$ cat config.mk
export PLATFORM = sky130hd
export DESIGN_NAME = bridge_gate_control
export DESIGN_NICKNAME = d
export VERILOG_FILES = /design/src/pkg/bridge_pkg.sv /design/src/core/sync_2ff.sv /design/src/core/short_blank_detect.sv /design/src/core/bridge_gate_control.sv
export VERILOG_INCLUDE_DIRS = /design/src /design/src/pkg
export SDC_FILE = /design/constraint.sdc
export NUM_CORES = 1
export LEC_CHECK = 0
export BUFFER_PORTS_ARGS = -buffer_cell sky130_fd_sc_hd__buf_2
export CORE_ASPECT_RATIO = 0.7
export CORE_MARGIN = 8
export CORE_UTILIZATION = 66
export DETAILED_ROUTE_END_ITERATION = 12
export GPL_TIMING_DRIVEN = 0
export PLACE_DENSITY = 0.85
export SYNTH_ARGS = -nofsm -noshare
export SYNTH_HDL_FRONTEND = slang
export SYNTH_SLANG_ARGS = --single-unit
$ cat constraint.sdc
create_clock -name clk_sys_in -period 5 [get_ports clk_sys_in]
set_input_delay 0.25 -clock clk_sys_in [delete_from_list [all_inputs] [get_ports clk_sys_in]]
set_output_delay 0.25 -clock clk_sys_in [all_outputs]
set_load 0.02 [all_outputs]
$ cat src/pkg/bridge_defs.svh
// timing counts and reset values for the bridge gate controller
`ifndef BRIDGE_DEFS_SVH
`define BRIDGE_DEFS_SVH

// system clock
`define CLK_PERIOD_NS 20

// short circuit blanking time, rounded up to whole cycles
`define BLANK_TIME_NS 6000
`define BLANK_CYCLES ((`BLANK_TIME_NS + `CLK_PERIOD_NS - 1) / `CLK_PERIOD_NS)

// watchdog windows in oscillator ticks
`define WD_CLOSED_TICKS 16'h03D4
`define WD_OPEN_TICKS 16'h030C

// counts that depend on external parts, plain defaults
`define WD_RES_TICKS 16'h032C
`define WD_FIRST_TICKS 16'h9E88
`define WD_SHORT_TICKS 16'h0010
`define DEAD_TICKS 16'h0001

// synchroniser reset image: watchdog enable pulled up
`define SYNC_RST_VAL 19'h00002

`endif

$ cat src/pkg/bridge_pkg.sv
// types shared by the bridge gate controller
package bridge_pkg;

    // watchdog and host reset sequencer states
    typedef enum logic [2:0] {
        WD_POWER,
        WD_INIT,
        WD_FIRST,
        WD_CLOSED,
        WD_OPEN,
        WD_SHORT,
        WD_DISABLED
    } wd_state_type;

endpackage

$ cat src/core/sync_2ff.sv
// two flip-flop synchroniser for a vector of pin levels
`timescale 1ns/1ps
module sync_2ff #(
    parameter int WIDTH = 1,
    parameter logic [WIDTH-1:0] RST_VAL = '0
) (
    input wire logic clk_sys_in,            // system clock
    input wire logic rstn_in,               // async reset, active low
    input wire logic [WIDTH-1:0] async_in,  // levels from pins
    output logic [WIDTH-1:0] sync_out       // levels in clock domain
);
    logic [WIDTH-1:0] meta_q;
    logic [WIDTH-1:0] sync_q;

    // first stage feeds only the second stage
    always_ff @(posedge clk_sys_in or negedge rstn_in) begin
        if (!rstn_in) begin
            meta_q <= RST_VAL;
            sync_q <= RST_VAL;
        end else begin
            meta_q <= async_in;
            sync_q <= meta_q;
        end
    end

    assign sync_out = sync_q;
endmodule

$ cat src/core/short_blank_detect.sv
// per phase short detector with blanking after turn-on
`timescale 1ns/1ps
`include "bridge_defs.svh"
module short_blank_detect #(
    parameter int BLANK_CYCLES = `BLANK_CYCLES,
    parameter int CW = 9
) (
    input wire logic clk_sys_in,    // system clock
    input wire logic rstn_in,       // async reset, active low
    input wire logic phase_on_in,   // a gate of this phase is on
    input wire logic sense_in,      // drain sense over threshold
    output logic short_hit_out      // short detected, high while sense stays over threshold after blanking
);
    localparam logic [CW-1:0] LIMIT = CW'(BLANK_CYCLES);
    logic [CW-1:0] cnt_q;
    logic [CW-1:0] cnt_d;
    logic hit_q;
    logic hit_d;
    logic blank_done;

    // blanking restarts each time the phase turns on
    assign blank_done = (cnt_q == LIMIT);
    assign cnt_d = !phase_on_in ? '0 : (blank_done ? cnt_q : cnt_q + 1'b1);
    // sense is only trusted once blanking has run out
    assign hit_d = phase_on_in && blank_done && sense_in;

    always_ff @(posedge clk_sys_in or negedge rstn_in) begin
        if (!rstn_in) begin
            cnt_q <= '0;
            hit_q <= 1'b0;
        end else begin
            cnt_q <= cnt_d;
            hit_q <= hit_d;
        end
    end

    assign short_hit_out = hit_q;
endmodule

$ cat src/core/bridge_gate_control.sv
// three-phase gate control with window watchdog and host reset
//
// Contract
// - watchdog on while enable pin high; pulled up so default on
// - sleep mode stops the watchdog completely
// - host reset held for timeout after host supply exceeds 88 percent
// - first kick must arrive within first window, else reset again
// - after first kick: closed then open window, missed kick gives pulse
// - kick inside closed window also gives short reset pulse
// - each cycle starts at latest kick or reset rising edge
// - watchdog disabled: only the initial timeout reset
// - host reset asserted while host supply below 80 percent
// - closed window 980 ticks, open window 780 ticks
// - supply flag raised when pump good missing or lost
// - per phase 1/0 low on, 0/1 high on, else both off
// - gates only with active mode, kick seen if watchdog on, supplies, pump, temp ok
// - sense still high after 6 us blanking: all off, short flag
// - any command rising edge clears short flag, re-enables gates
// - after any gate turns off, block all turn-on until dead time ends
// - any command falling edge restarts the dead time
// - dead time lockout also applies after short circuit shutdown
// - bridge supply over or under voltage: gates off, supply flag
`timescale 1ns/1ps
`include "bridge_defs.svh"
module bridge_gate_control #(
    parameter logic [15:0] RES_TICKS = `WD_RES_TICKS,
    parameter logic [15:0] FIRST_TICKS = `WD_FIRST_TICKS,
    parameter logic [15:0] SHORT_TICKS = `WD_SHORT_TICKS,
    parameter logic [15:0] DEAD_TICKS = `DEAD_TICKS,
    parameter logic [15:0] CLOSED_TICKS = `WD_CLOSED_TICKS,
    parameter logic [15:0] OPEN_TICKS = `WD_OPEN_TICKS,
    parameter int BLANK_CYCLES = `BLANK_CYCLES
) (
    input wire logic clk_sys_in,                  // 50 MHz system clock
    input wire logic rstn_in,                     // async reset, active low
    input wire logic tick_in,                     // oscillator tick level
    input wire logic watchdog_gate_pin_in,        // watchdog enable
    input wire logic watchdog_kick_in,            // watchdog trigger
    input wire logic [2:0] low_side_command_in,   // low commands
    input wire logic [2:0] high_side_command_in,  // high commands
    input wire logic [2:0] drain_sense_in,        // short comparators
    input wire logic sleep_mode_in,               // device in sleep
    input wire logic host_supply_ok_in,           // host supply over 88%
    input wire logic host_supply_low_in,          // host supply under 80%
    input wire logic bridge_ov_in,                // bridge supply over
    input wire logic bridge_uv_in,                // bridge supply under
    input wire logic pump_good_level_in,          // charge pump good
    input wire logic overtemp_in,                 // thermal shutdown
    output logic [2:0] low_gate_out,              // low gate drives
    output logic [2:0] high_gate_out,             // high gate drives
    output logic host_reset_n_out,                // host reset, active low
    output logic short_fault_flag_out,            // short flag
    output logic supply_fault_flag_out            // supply flag
);
    import bridge_pkg::*;

    // ****************************************
    // input synchronisation
    // ****************************************
    logic [18:0] pins;
    logic [18:0] syn;
    logic tick, wd_en, kick;
    logic [2:0] cmd_l, cmd_h, sense;
    logic sleep, vcc_ok, vcc_low, bat_ov, bat_uv, pump_good, hot;

    assign pins = {overtemp_in, pump_good_level_in, bridge_uv_in, bridge_ov_in,
                   host_supply_low_in, host_supply_ok_in, sleep_mode_in,
                   drain_sense_in, high_side_command_in, low_side_command_in,
                   watchdog_kick_in, watchdog_gate_pin_in, tick_in};

    // enable resets high so an undriven pin means watchdog on
    sync_2ff #(.WIDTH(19), .RST_VAL(`SYNC_RST_VAL)) u_sync (
        .clk_sys_in(clk_sys_in),
        .rstn_in(rstn_in),
        .async_in(pins),
        .sync_out(syn)
    );

    // named views of the synchronised vector, same order as the pin vector
    assign {hot, pump_good, bat_uv, bat_ov, vcc_low, vcc_ok, sleep,
            sense, cmd_h, cmd_l, kick, wd_en, tick} = syn;

    // ****************************************
    // edge detection
    // ****************************************
    logic tick_prev_q;
    logic kick_prev_q;
    logic [5:0] cmd_prev_q;
    logic [5:0] cmd_now;
    logic tick_rise, kick_rise, cmd_rise, cmd_fall;

    assign cmd_now = {cmd_h, cmd_l};
    assign tick_rise = tick && !tick_prev_q;
    assign kick_rise = kick && !kick_prev_q;
    assign cmd_rise = |(cmd_now & ~cmd_prev_q);
    assign cmd_fall = |(~cmd_now & cmd_prev_q);

    // previous levels, compared against synchronised values only
    always_ff @(posedge clk_sys_in or negedge rstn_in) begin
        if (!rstn_in) begin
            tick_prev_q <= 1'b0;
            kick_prev_q <= 1'b0;
            cmd_prev_q <= 6'h00;
        end else begin
            tick_prev_q <= tick;
            kick_prev_q <= kick;
            cmd_prev_q <= cmd_now;
        end
    end

    // ****************************************
    // watchdog and host reset sequencer
    // ****************************************
    wd_state_type state_q;
    wd_state_type state_d;
    logic armed_q;
    logic armed_d;
    logic [15:0] cnt_q;
    logic [15:0] cnt_d;
    logic [15:0] lim;
    logic lim_hit;
    logic power_bad;
    logic rst_n_q;
    logic rst_n_d;

    // window lengths per state
    assign lim = (state_q == WD_INIT) ? RES_TICKS :
                 (state_q == WD_FIRST) ? FIRST_TICKS :
                 (state_q == WD_CLOSED) ? CLOSED_TICKS :
                 (state_q == WD_OPEN) ? OPEN_TICKS :
                 (state_q == WD_SHORT) ? SHORT_TICKS : 16'h0001;
    assign lim_hit = tick_rise && (cnt_q == lim - 16'h0001);
    // sleep or a sagging host supply parks the sequencer
    assign power_bad = sleep || vcc_low || !vcc_ok;
    // every state change restarts the window count
    assign cnt_d = (state_d != state_q) ? 16'h0000 :
                   (tick_rise ? cnt_q + 16'h0001 : cnt_q);

    // sequencer next state
    always_comb begin
        state_d = state_q;
        armed_d = armed_q;
        if (power_bad) begin
            state_d = WD_POWER;
            armed_d = 1'b0;
        end else begin
            case (state_q)
                WD_POWER: begin
                    state_d = WD_INIT;
                end
                WD_INIT: begin
                    if (lim_hit) begin
                        state_d = wd_en ? WD_FIRST : WD_DISABLED;
                    end
                end
                WD_DISABLED: begin
                    if (wd_en) begin
                        state_d = WD_FIRST;
                    end
                end
                WD_FIRST: begin
                    if (!wd_en) begin
                        state_d = WD_DISABLED;
                    end else if (kick_rise) begin
                        state_d = WD_CLOSED;
                        armed_d = 1'b1;
                    end else if (lim_hit) begin
                        state_d = WD_SHORT;
                    end
                end
                WD_CLOSED: begin
                    if (!wd_en) begin
                        state_d = WD_DISABLED;
                    end else if (kick_rise) begin
                        state_d = WD_SHORT;
                    end else if (lim_hit) begin
                        state_d = WD_OPEN;
                    end
                end
                WD_OPEN: begin
                    if (!wd_en) begin
                        state_d = WD_DISABLED;
                    end else if (kick_rise) begin
                        state_d = WD_CLOSED;
                    end else if (lim_hit) begin
                        state_d = WD_SHORT;
                    end
                end
                WD_SHORT: begin
                    if (lim_hit) begin
                        // reset rising edge opens a fresh cycle
                        state_d = armed_q ? WD_CLOSED : WD_FIRST;
                    end
                end
                default: begin
                    state_d = WD_POWER;
                end
            endcase
        end
    end

    // reset output low while parked, timing out, or pulsing
    assign rst_n_d = !((state_d == WD_POWER) || (state_d == WD_INIT) ||
                       (state_d == WD_SHORT));

    // sequencer registers
    always_ff @(posedge clk_sys_in or negedge rstn_in) begin
        if (!rstn_in) begin
            state_q <= WD_POWER;
            armed_q <= 1'b0;
            cnt_q <= 16'h0000;
            rst_n_q <= 1'b0;
        end else begin
            state_q <= state_d;
            armed_q <= armed_d;
            cnt_q <= cnt_d;
            rst_n_q <= rst_n_d;
        end
    end

    // ****************************************
    // gate path: mapping, enable, dead time, short
    // ****************************************
    logic [2:0] req_l;
    logic [2:0] req_h;
    logic [5:0] gate_q;
    logic [5:0] gate_d;
    logic [5:0] gate_fall, gate_req;
    logic drive_ok, turn_on_ok;
    logic bridge_ok;
    logic [15:0] dead_q;
    logic [15:0] dead_d;
    logic dead_busy;
    logic [2:0] hit;
    logic short_q;
    logic short_d;
    logic supply_q;
    logic supply_d;

    // both high or both low turns the phase off
    assign req_l = cmd_l & ~cmd_h;
    assign req_h = cmd_h & ~cmd_l;
    assign bridge_ok = !bat_ov && !bat_uv && pump_good;
    // gating conditions; armed only matters with watchdog on
    assign drive_ok = !sleep && (armed_q || !wd_en) && bridge_ok && !hot && !short_q;
    assign dead_busy = (dead_q != 16'h0000);
    // a gate already on may stay on; an off gate waits for dead time
    // turn-on also waits while a gate or command falls, so a swap never lands on one edge
    assign gate_req = {req_h, req_l} & {6{drive_ok}};
    assign gate_fall = gate_q & ~gate_req;
    assign turn_on_ok = !dead_busy && !cmd_fall && !(|gate_fall);
    assign gate_d = gate_req & (gate_q | {6{turn_on_ok}});
    // restart on any gate falling, including short shutdown
    assign dead_d = (cmd_fall || (|gate_fall)) ? DEAD_TICKS :
                    ((dead_busy && tick_rise) ? dead_q - 16'h0001 : dead_q);
    // new short wins over a clearing edge in the same cycle
    assign short_d = (|hit) || (short_q && !cmd_rise);
    // pump missing or lost, or bridge supply out of range
    assign supply_d = !bridge_ok;

    // blanking detectors, one per phase
    genvar p;
    generate
        for (p = 0; p < 3; p++) begin : g_phase
            short_blank_detect #(.BLANK_CYCLES(BLANK_CYCLES), .CW(9)) u_det (
                .clk_sys_in(clk_sys_in),
                .rstn_in(rstn_in),
                .phase_on_in(gate_q[p] || gate_q[p+3]),
                .sense_in(sense[p]),
                .short_hit_out(hit[p])
            );
        end
    endgenerate

    // gate, dead time and flag registers
    always_ff @(posedge clk_sys_in or negedge rstn_in) begin
        if (!rstn_in) begin
            gate_q <= 6'h00;
            dead_q <= 16'h0000;
            short_q <= 1'b0;
            supply_q <= 1'b0;
        end else begin
            gate_q <= gate_d;
            dead_q <= dead_d;
            short_q <= short_d;
            supply_q <= supply_d;
        end
    end

    assign low_gate_out = gate_q[2:0];
    assign high_gate_out = gate_q[5:3];
    assign host_reset_n_out = rst_n_q;
    assign short_fault_flag_out = short_q;
    assign supply_fault_flag_out = supply_q;
endmodule

==> qor.csv, run 1 <==
stage,metric,value,unit
sta,Hold WS,0.235,ns
clock_network,Clock Latency Late Sink,0.41,ns
setup_path,crit start category,register,
routing,DR pass1 iterations,5,
floorplanning,Initial Utilization,0.680,
clock_network,Post-CTS Setup Inserts,0,
synthesis,ranking of synthesized cells by area,"dfrtp_1, nor2_1, xor2_1",
floorplanning,I/O pin count,30,
floorplanning,row cnt,28,
synthesis,number of synthesized flops with an enable pin,0,
clock_network,total CTS buffers,17,
power,switch share,0.239,
power,Reg power frac,0.456,
layout,"Core Util, Final",0.806,
sta,Final period util,0.854,
synthesis,Unique masters post-synth,70,
routing,vias per cell,6.14,
routing,routed via count,4553,
synthesis,post-synth top area share,0.519,
layout,Finished Layout Cells,742,
layout,fillers,496,
synthesis,Synth Register Bits,121,
synthesis,"Async S/R FF share, synth",1.00,
setup_path,slowest cell delay on critical path,0.57,ns
synthesis,Synth top cells by count,"dfrtp_1, nor2_1, xor2_1, nand2_1, inv_1",
floorplanning,Chip Height,94.0,µm
synthesis,"Seq/Total Area, Yosys",0.528,
placed_design,Final Wtd Congestion,0.968,
sta,Setup-failing EPs final,0,
power,Peak VDD IR,383,µV
placed_design,DP HPWL,8240,µm
synthesis,Syn Std Cell Area,5740,µm²
floorplanning,die area,12000,µm²
sta,Max Transition Viols Final,0,
global_routing,largest net degree at the start of global routing,103,
power,Design Power,2270,µW
power,clock power share,0.479,
sta,RSZ-0062 raised after global routing,false,
power,Gate power share,0.065,
synthesis,Post-synth top flop,dfrtp_1,
synthesis,"count leader, synth",dfrtp_1,
setup_path,worst-path maximum fanout,10,
synthesis,Synth Area per Inst,10.6,µm²
setup_path,reg2reg start,state_q[2]$_DFF_PN0_,
run_status,status,"finished, final reports clean",
layout,multi-input gate area in the final layout,2510,µm²
synthesis,post-synth net total,571,
floorplanning,core area,8440,µm²
synthesis,Synth Warn #,0,
layout,layout cell share with drive strength beyond 1,0.158,
setup_path,worst endpoint data arrival time,4.55,ns
min_path,Worst Hold Class,primary input to asynchronous set/reset pin,
power,P_leak,0.00298,µW
floorplanning,Die X,127,µm
routing,WL final,13400,µm
synthesis,Yosys top cell by area,dfrtp_1,
clock_network,H-tree levels,4,
layout,storage element area,3030,µm²
global_routing,vias in the first global route,4565,
clock_network,Clock Path Buffers,2,
clock_network,CTS clock-pin slew for the worst setup and hold paths,0.05,ns
placed_design,PortBufs,29,
setup_path,WP buf/inv,4,
sta,Layout Skew,0.00834,ns
synthesis,Cells after Synth,541,
layout,antenna diode count,0,
setup_path,path depth of the worst reg2reg path,13,
global_routing,antenna violations before repair,0,
global_routing,GRT Total Usage,0.240,
sta,max_slew headroom,0.495,
clock_network,CTS tree,built,
sta,Max Freq,234,MHz
setup_path,worst setup path class,register to register,
routing,WL/cell,18.0,µm
layout,Layout area overhead,18.5,%
routing,final antenna-violating net count,0,
setup_path,CP required,5.28,ns
setup_path,crit-path leading delay family,buffers and inverters,
sta,TNS Setup,0,ns
flow_run,max-cap viol count,0,
power,P_int,1720,µW
sta,Final Hold Viols,0,
sta,min cycle time layout,4.27,ns
clock_network,Clock Root Buffer,clkbuf_16,
routing,initial drt markers,438,
setup_path,CP max-delay cell,o311ai_2,
routing,DR DRC count,0,
placed_design,Placed Cells,691,
clock_network,CTS Sinks,121,
setup_path,worst r2r dst,cnt_q[7]$_DFFE_PN0P_,
global_routing,first-pass GRT wire length,22200,µm
global_routing,total grt overflow,0,
power,PD cells,333,nW/µm²
sta,worst slew pin tran,0.751,ns
setup_path,flop2flop setup slack,0.73,ns
layout,NumNets Final,640,
setup_path,crit path cell chain,buf_2 -> buf_2 -> buf_1 -> a21oi_1 -> ha_1 -> xnor2_1 -> nor4_1 -> o311ai_1 -> nor4_2 -> nor2_1 -> o311ai_2 -> buf_4 -> nor4_2,
power,NetSw,543,µW
setup_path,Critical Path Sink Type,register,
==> layout make-up <==
| type | instances | share of cell area |
|---|---|---|
| multi-input combinational | 375 | 0.368 |
| timing repair buffer | 50 | 0.0557 |
| clock inverter | 10 | 0.0107 |
| tap | 120 | 0.0221 |
| clock buffer | 21 | 0.0677 |
| buffer | 19 | 0.0156 |
| inverter | 26 | 0.0143 |
| sequential | 121 | 0.445 |
==> cell usage in the layout (no fill, tap or decap), drive strengths merged, types with 14 or more instances in the layout <==
| cell type | n |
|---|---|
| dfrtp | 119 |
| nor2 | 68 |
| buf | 42 |
| xor2 | 29 |
| nand2 | 28 |
| clkbuf | 28 |
| inv | 27 |
| nor4 | 26 |
| nand3 | 22 |
| xnor2 | 21 |
| dlygate4sd3 | 20 |
| o21ai | 17 |
| a21oi | 14 |
==> worst max-delay path by stage <==
stage	start	to	cells after the start
2_1_floorplan	state_q[2]$_DFF_PN0_	cnt_q[10]$_DFFE_PN0P_	13
3_3_place_gp	state_q[2]$_DFF_PN0_	cnt_q[13]$_DFFE_PN0P_	13
3_5_place_dp	state_q[2]$_DFF_PN0_	cnt_q[7]$_DFFE_PN0P_	13
4_1_cts	state_q[2]$_DFF_PN0_	cnt_q[7]$_DFFE_PN0P_	13
5_1_grt	state_q[2]$_DFF_PN0_	cnt_q[7]$_DFFE_PN0P_	13
6_report	state_q[2]$_DFF_PN0_	cnt_q[7]$_DFFE_PN0P_	13
==> worst reg2reg max path: cells and delay by family, from the launching register on <==
family / cells / cell delay [ns]
AO/OA/AOI/OAI: 3 / 1.01
XOR/XNOR: 1 / 0.15
adder cells (fa/ha/maj): 1 / 0.32
buffers and inverters: 4 / 1.23
flip-flops: 1 / 0.34
AND/OR/NAND/NOR: 4 / 1.10
==> what timing repair did <==
action / 4_1_cts / 5_1_grt
resized for setup: 0 / 0
endpoints found under the hold margin: 38 / 0
hold buffers: 20 / 0
==> power groups by stage <==
stage	Sequential, µW	Combinational [µW]	Clock [µW]
6_report	1030	148	1090
5_1_grt	1040	165	1140
4_1_cts	1030	147	1100
3_5_place_dp	1050	131	0
3_3_place_gp	1050	122	0
2_1_floorplan	1040	80.6	0
==> routing by layer <==
metal  track usage  vias to the layer above  wire [µm]  share of wire
met1         0.294                     2256       5630           0.42
li1              -                     2071          -              -
met3        0.0590                       29        864          0.065
met2         0.399                      197       6640           0.50
met5             0                        -          0              0
met4         0.107                        0        244          0.018
==> sequential cells by signal (all words and copies together), names as in the netlist <==
name / flops
kick_prev_q: 1
short_fault_flag_out: 1
gate_q: 6
state_q: 3
cmd_prev_q: 6
tick_prev_q: 1
armed_q: 1
cnt_q: 16
dead_q: 16
u_sync.meta_q: 19
g_phase.u_det.short_hit_out: 3
g_phase.u_det.cnt_q: 27
supply_fault_flag_out: 1
host_reset_n_out: 1
u_sync.sync_out: 19
==> cell families (layout without fill, tap and decap cells) <==
kind of cell | count (synthesis) | in the layout | synth area share
adder cells (fa/ha/maj) | 9 | 9 | 0.0196
AND/OR/NAND/NOR | 225 | 225 | 0.224
AO/OA/AOI/OAI | 89 | 89 | 0.113
multiplexers | 2 | 2 | 0.00349
flip-flops | 121 | 121 | 0.528
buffers and inverters | 45 | 126 | 0.0355
XOR/XNOR | 50 | 50 | 0.0763
==> metrics by stage <==
step	instance area [µm²]	setup slack [ns]
6_report	6800	0.730
4_1_cts	6800	0.921
3_3_place_gp	6040	1.10
2_1_floorplan	5740	1.72
3_5_place_dp	6070	1.05
5_1_grt	6800	0.562
No activity file was read; power rests on OpenSTA's default activity.
==> inputs of run 2 (changes only) <==
--- a/config.mk
+++ b/config.mk
@@ -6,13 +6,14 @@
 export SDC_FILE = /design/constraint.sdc
 export NUM_CORES = 1
 export LEC_CHECK = 0
+export ABC_AREA = 1
 export BUFFER_PORTS_ARGS = -buffer_cell sky130_fd_sc_hd__buf_2
 export CORE_ASPECT_RATIO = 0.7
 export CORE_MARGIN = 8
-export CORE_UTILIZATION = 66
+export CORE_UTILIZATION = 65
 export DETAILED_ROUTE_END_ITERATION = 12
 export GPL_TIMING_DRIVEN = 0
-export PLACE_DENSITY = 0.85
+export PLACE_DENSITY = 0.84
 export SYNTH_ARGS = -nofsm -noshare
 export SYNTH_HDL_FRONTEND = slang
 export SYNTH_SLANG_ARGS = --single-unit
==> run 2 against run 1 <==
Against the previous run:
- first-iteration DRC count grew 21%
- die area shrank 1.4%
- non-clock buffer count shrank 15
- largest cell class unchanged
- highest routed layer unchanged
==> qor.csv, run 2 <==
stage,metric,value,unit
layout,layout cell share with drive strength beyond 1,0.126,
power,PD cells,378,nW/µm²
placed_design,PortBufs,29,
min_path,Worst Hold Class,register to register,
clock_network,total CTS buffers,17,
sta,max_slew headroom,0.592,
placed_design,Final Wtd Congestion,0.913,
floorplanning,die area,11800,µm²
routing,routed via count,4746,
floorplanning,Chip Height,93.4,µm
sta,RSZ-0062 raised after global routing,false,
setup_path,worst endpoint data arrival time,3.54,ns
synthesis,ranking of synthesized cells by area,"dfrtp_1, nand2_1, inv_1",
routing,initial drt markers,531,
setup_path,worst setup path startpoint,state_q[0]$_DFF_PN0_,
synthesis,Synth Warn #,0,
setup_path,reg2reg start,state_q[0]$_DFF_PN0_,
synthesis,Synth top cells by count,"nand2_1, dfrtp_1, inv_1, nor2_1, o21ai_0",
clock_network,CTS Sinks,121,
global_routing,vias in the first global route,4699,
flow_run,max-cap viol count,0,
clock_network,H-tree levels,4,
synthesis,number of synthesized flops with an enable pin,0,
power,P_leak,0.00321,µW
placed_design,DP HPWL,8160,µm
synthesis,"Seq/Total Area, Yosys",0.545,
routing,DR DRC count,0,
routing,WL final,13200,µm
setup_path,Most common cell on crit path,nand2_1,
setup_path,Critical Path Sink Type,register,
global_routing,largest net degree at the start of global routing,68,
min_path,worst hold path startpoint,u_sync.meta_q[16]$_DFF_PN0_,
setup_path,worst-path maximum fanout,10,
setup_path,worst setup path class,register to register,
synthesis,Synth Area per Inst,8.46,µm²
sta,TNS Setup,0,ns
global_routing,antenna violations before repair,0,
clock_network,Clock Root Buffer,clkbuf_16,
synthesis,Unique masters post-synth,36,
setup_path,crit start category,register,
setup_path,crit path cell chain,nor2_1 -> nand2_1 -> nand2_1 -> inv_1 -> ha_1 -> inv_1 -> nand2_1 -> nand2_1 -> nor2_1 -> nand2_1 -> nor2_1 -> nand3_1 -> nor2_4 -> nand2_2 -> nand2_1 -> nand2_1 -> nand3_2 -> nand2_1 -> nand2_1 -> nand2_2 -> nor2_4 -> nand2_2 -> buf_6 -> nor2_2,
floorplanning,Initial Utilization,0.664,
layout,fillers,514,
synthesis,Synth Register Bits,121,
synthesis,post-synth net total,687,
synthesis,post-synth top area share,0.536,
layout,largest register by flop count,g_phase.u_det.cnt_q,
layout,NumNets Final,756,
synthesis,Syn Std Cell Area,5560,µm²
clock_network,CTS clock-pin slew for the worst setup and hold paths,0.06,ns
floorplanning,I/O pin count,30,
sta,Final Hold Viols,0,
layout,Layout area overhead,20.7,%
placed_design,Place WS,1.97,ns
sta,Hold WS,0.348,ns
sta,Layout Skew,0.00819,ns
floorplanning,row cnt,28,
global_routing,GRT Total Usage,0.234,
floorplanning,core area,8370,µm²
sta,Setup-failing EPs final,0,
synthesis,Yosys top cell by area,dfrtp_1,
setup_path,CP required,5.34,ns
synthesis,"Async S/R FF share, synth",1.00,
clock_network,CTS tree,built,
layout,most frequent cells in the layout,"nand2_1, dfrtp_1, inv_1",
global_routing,first-pass GRT wire length,22000,µm
synthesis,Post-synth top flop,dfrtp_1,
layout,Largest register FFs,27,
sta,worst slew pin tran,0.607,ns
sta,Max Freq,312,MHz
sta,Max Transition Viols Final,0,
clock_network,Clock Path Buffers,2,
routing,DR pass1 iterations,5,
setup_path,slowest cell delay on critical path,0.47,ns
power,Peak VDD IR,278,µV
layout,"commonest non-fill, non-tap cell in the layout",nand2_1,
synthesis,Cells after Synth,657,
run_status,status,"finished, final reports clean",
floorplanning,Die X,127,µm
layout,antenna diode count,0,
clock_network,Clock Latency Late Sink,0.41,ns
sta,setup slack after layout,1.80,ns
setup_path,CP max-delay cell,dfrtp_1,
routing,final antenna-violating net count,0,
routing,WL/cell,15.6,µm
global_routing,total grt overflow,0,
routing,vias per cell,5.62,
synthesis,"count leader, synth",nand2_1,
sta,min cycle time layout,3.20,ns
sta,Final period util,0.640,
## run 2: logic make-up (layout without fill, tap and decap cells)
logic type                 count (synthesis)  after routing  share of synthesized area
buffers and inverters                    109            191                     0.0756
AOI/OAI and AO/OA                         88             88                     0.0857
xor gates and xnor gates                  12             12                     0.0189
DFF                                      121            121                      0.545
adders and majority gates                  9              9                     0.0203
and+or+nand+nor                          318            318                      0.255
## run 2: timing repair
action	CTS	global route
resized for setup	0	0
hold buffers	20	0
hold endpoints to repair	73	0
setup buffers	0	0
## run 2: metal layers
metal | wire length (µm) | vias to the layer above | share of wire | global-route usage
met2 | 6710 | 189 | 0.51 | 0.412
met5 | 0 | - | 0 | 0
met3 | 727 | 34 | 0.055 | 0.0602
met4 | 325 | 0 | 0.025 | 0.106
li1 | - | 2264 | - | -
met1 | 5400 | 2259 | 0.41 | 0.267
## run 2: where the power goes
group | switching [µW] | internal (µW) | leakage (µW)
logic | 114 | 65.5 | 0.00133
registers | 24.9 | 1010 | 0.00157
clock network | 473 | 846 | 0.000315
## run 2: worst paths after layout
| path | slack (ns) | end | cells past startpoint |
|---|---|---|---|
| worst max-delay path | 1.80 | cnt_q[5]$_DFFE_PN0P_ | 24 |
| worst min-delay path | 0.35 | u_sync.sync_out[16]$_DFF_PN0_ | 0 |
| worst max register to register | 1.80 | cnt_q[5]$_DFFE_PN0P_ | 24 |
| worst min register to register | 0.35 | u_sync.sync_out[16]$_DFF_PN0_ | 0 |
| max in group asynchronous | 3.92 | u_sync.sync_out[1]$_DFF_PN1_ | 3 |
| min in group asynchronous | 0.36 | g_phase[1].u_det.cnt_q[4]$_DFFE_PN0P_ | 2 |
## run 2: final cells by class
cell class              count  area (µm²)  area share
well taps                 105         131      0.0196
repair buffers             50         379      0.0565
multi-input cells         427        2110       0.314
inverters                 105         394      0.0587
clock buffers              17         425      0.0634
plain buffers               4        26.3     0.00391
flip-flops and latches    121        3030       0.452
clock inverters            15         215      0.0321
## run 2: critical path: cells and delay by family (launching register included)
family                   cells  cell delay [ns]
AND/OR/NAND/NOR             20             2.07
flip-flops                   1             0.47
adder cells (fa/ha/maj)      1             0.29
buffers and inverters        3             0.28
## run 2: per-stage QoR
step / power [µW] / area (µm²) / utilization / std cells
5_1_grt: 2610 / 6710 / 0.802 / 844
6_report: 2540 / 6710 / 0.802 / 844
3_5_place_dp: 1220 / 5870 / 0.701 / 792
3_3_place_gp: 1210 / 5840 / 0.697 / 791
4_1_cts: 2550 / 6710 / 0.802 / 844
2_1_floorplan: 1160 / 5560 / - / 657
==> inputs of run 3 (changes only) <==
--- a/config.mk
+++ b/config.mk
@@ -10,10 +10,10 @@
 export BUFFER_PORTS_ARGS = -buffer_cell sky130_fd_sc_hd__buf_2
 export CORE_ASPECT_RATIO = 0.7
 export CORE_MARGIN = 8
-export CORE_UTILIZATION = 65
+export CORE_UTILIZATION = 55
 export DETAILED_ROUTE_END_ITERATION = 12
 export GPL_TIMING_DRIVEN = 0
-export PLACE_DENSITY = 0.84
+export PLACE_DENSITY = 0.76
 export SYNTH_ARGS = -nofsm -noshare
 export SYNTH_HDL_FRONTEND = slang
 export SYNTH_SLANG_ARGS = --single-unit
==> constraint.sdc (replaced) <==
create_clock -name clk_sys_in -period 2.7 [get_ports clk_sys_in]
set_input_delay 0.135 -clock clk_sys_in [delete_from_list [all_inputs] [get_ports clk_sys_in]]
set_output_delay 0.135 -clock clk_sys_in [all_outputs]
set_load 0.02 [all_outputs]
==> run 3 against run 2 <==
Against the previous run:
- the flow now finishes with violations (negative setup slack)
- global-route usage shrank 3.3 points
- via count up 1.7%
- critical path depth grew 1
- sequential cell count is the same
- sequential share of layout area is 2.3 points lower
- sequential power is 85% higher
- total power rose by 78%
- clock skew decreased by 0.00078 ns
==> qor.csv, run 3 (same netlist as run 2, synthesis figures left out) <==
stage,metric,value,unit
routing,WL final,13300,µm
sta,Final period util,1.11,
routing,initial drt markers,595,
sta,worst slew pin tran,0.823,ns
global_routing,largest net degree at the start of global routing,75,
sta,Setup-failing EPs final,16,
layout,largest register by flop count,g_phase.u_det.cnt_q,
sta,min cycle time layout,3.01,ns
layout,layout cell share with drive strength beyond 1,0.197,
setup_path,worst endpoint data arrival time,3.35,ns
floorplanning,Die X,136,µm
sta,max_slew headroom,0.447,
clock_network,Clock Root Buffer,clkbuf_16,
layout,Layout area overhead,27.5,%
global_routing,vias in the first global route,4797,
global_routing,antenna violations before repair,0,
sta,Hold WS,0.229,ns
setup_path,slowest cell delay on critical path,0.44,ns
setup_path,CP max-delay cell,dfrtp_2,
sta,Max Transition Viols Final,0,
global_routing,first-pass GRT wire length,22000,µm
routing,vias per cell,5.44,
routing,DR pass1 iterations,7,
setup_path,CP required,3.04,ns
floorplanning,die area,13600,µm²
power,PD cells,639,nW/µm²
sta,Layout Skew,0.00741,ns
clock_network,CTS Sinks,121,
setup_path,worst-path maximum fanout,5,
placed_design,PortBufs,29,
floorplanning,Initial Utilization,0.570,
floorplanning,row cnt,30,
flow_run,max-cap viol count,0,
floorplanning,I/O pin count,30,
run_status,failing checks,negative setup slack,
min_path,Worst Hold Class,primary input to asynchronous set/reset pin,
floorplanning,core area,9760,µm²
power,P_leak,0.00332,µW
routing,final antenna-violating net count,0,
clock_network,CTS tree,built,
placed_design,Final Wtd Congestion,0.859,
setup_path,crit start category,register,
layout,"commonest non-fill, non-tap cell in the layout",nand2_1,
power,Peak VDD IR,590,µV
run_status,status,finished with violations,
floorplanning,Chip Height,100,µm
sta,Final Hold Viols,0,
placed_design,DP HPWL,8280,µm
layout,"Core Util, Final",0.726,
setup_path,worst setup path class,register to register,
sta,setup slack after layout,-0.309,ns
setup_path,Critical Path Sink Type,register,
layout,most frequent cells in the layout,"nand2_1, dfrtp_1, inv_1",
global_routing,total grt overflow,0,
routing,DR DRC count,0,
clock_network,H-tree levels,4,
routing,routed via count,4829,
routing,WL/cell,14.9,µm
clock_network,Clock Path Buffers,2,
clock_network,total CTS buffers,17,
sta,TNS Setup,-4.19,ns
global_routing,GRT Total Usage,0.201,
clock_network,Clock Latency Late Sink,0.41,ns
clock_network,CTS clock-pin slew for the worst setup and hold paths,0.05,ns
layout,Final Cell Area,7090,µm²
layout,NumNets Final,778,
power,Design Power,4530,µW
layout,antenna diode count,0,
placed_design,DP Area,5900,µm²
layout,Largest register FFs,27,
sta,Max Freq,332,MHz
sta,RSZ-0062 raised after global routing,true,
run 3: cell count changes in the layout (fill, tap and decap cells not counted), sizes merged:
cell / delta
buf: +21
clkinvlp: +2
clkbuf: +2
bufinv: -2
bufbuf: +1
clkinv: -1
inv: -2
run 3: cell type report:
type	instances	area (µm²)
multi-input combinational	427	2280
clock buffer	19	443
inverter	105	397
tap	128	160
buffer	4	38.8
clock inverter	12	141
sequential	121	3030
timing repair buffer	72	589
fill	676	2670
run 3: report_power, final:
part | internal (µW) | switching (µW)
Clock | 1390 | 825
Sequential | 1880 | 43.7
Combinational | 154 | 238
Total | 3420 | 1110
run 3: per-stage QoR:
step / setup WS (ns) / std cells
2_1_floorplan: 0.0975 / 657
3_3_place_gp: -0.421 / 814
3_5_place_dp: -0.445 / 815
4_1_cts: -0.174 / 883
5_1_grt: -0.416 / 888
6_report: -0.309 / 888
run 3: per-layer routing:
layer / wire, µm / share of wire / global-route usage / vias to the layer above
li1: - / - / - / 2309
met1: 5710 / 0.43 / 0.253 / 2290
met2: 6270 / 0.47 / 0.326 / 186
met3: 894 / 0.067 / 0.0489 / 44
met4: 375 / 0.028 / 0.0866 / 0
met5: 0 / 0 / 0 / -
run 3: repair_timing:
action	4_1_cts	5_1_grt
pin swaps	13	10
resized for setup	30	27
hold buffers	20	0
hold endpoints to repair	66	0
cloned	1	0
buffers inserted	16	6
setup endpoints to repair	18	23
run 3: worst paths after layout:
check                                      startpoint                               endpoint  slack [ns]  depth (start not counted)
hold reg to reg            u_sync.meta_q[0]$_DFF_PN0_           u_sync.sync_out[0]$_DFF_PN0_        0.34                          0
hold / removal                                rstn_in  g_phase[1].u_det.cnt_q[5]$_DFFE_PN0P_        0.23                          2
setup / recovery                 state_q[1]$_DFF_PN0_                   cnt_q[4]$_DFFE_PN0P_       -0.31                         25
min in group clk_sys_in    u_sync.meta_q[0]$_DFF_PN0_           u_sync.sync_out[0]$_DFF_PN0_        0.34                          0
max in group asynchronous                     rstn_in           u_sync.sync_out[1]$_DFF_PN1_        1.73                          3
setup reg to reg                 state_q[1]$_DFF_PN0_                   cnt_q[4]$_DFFE_PN0P_       -0.31                         25
run 3: critical path, delay by kind of cell (launching register included):
kind / cells / cell delay (ns)
buf+inv: 4 / 0.36
flops: 1 / 0.44
simple gates: 20 / 1.85
fa+ha+maj: 1 / 0.28
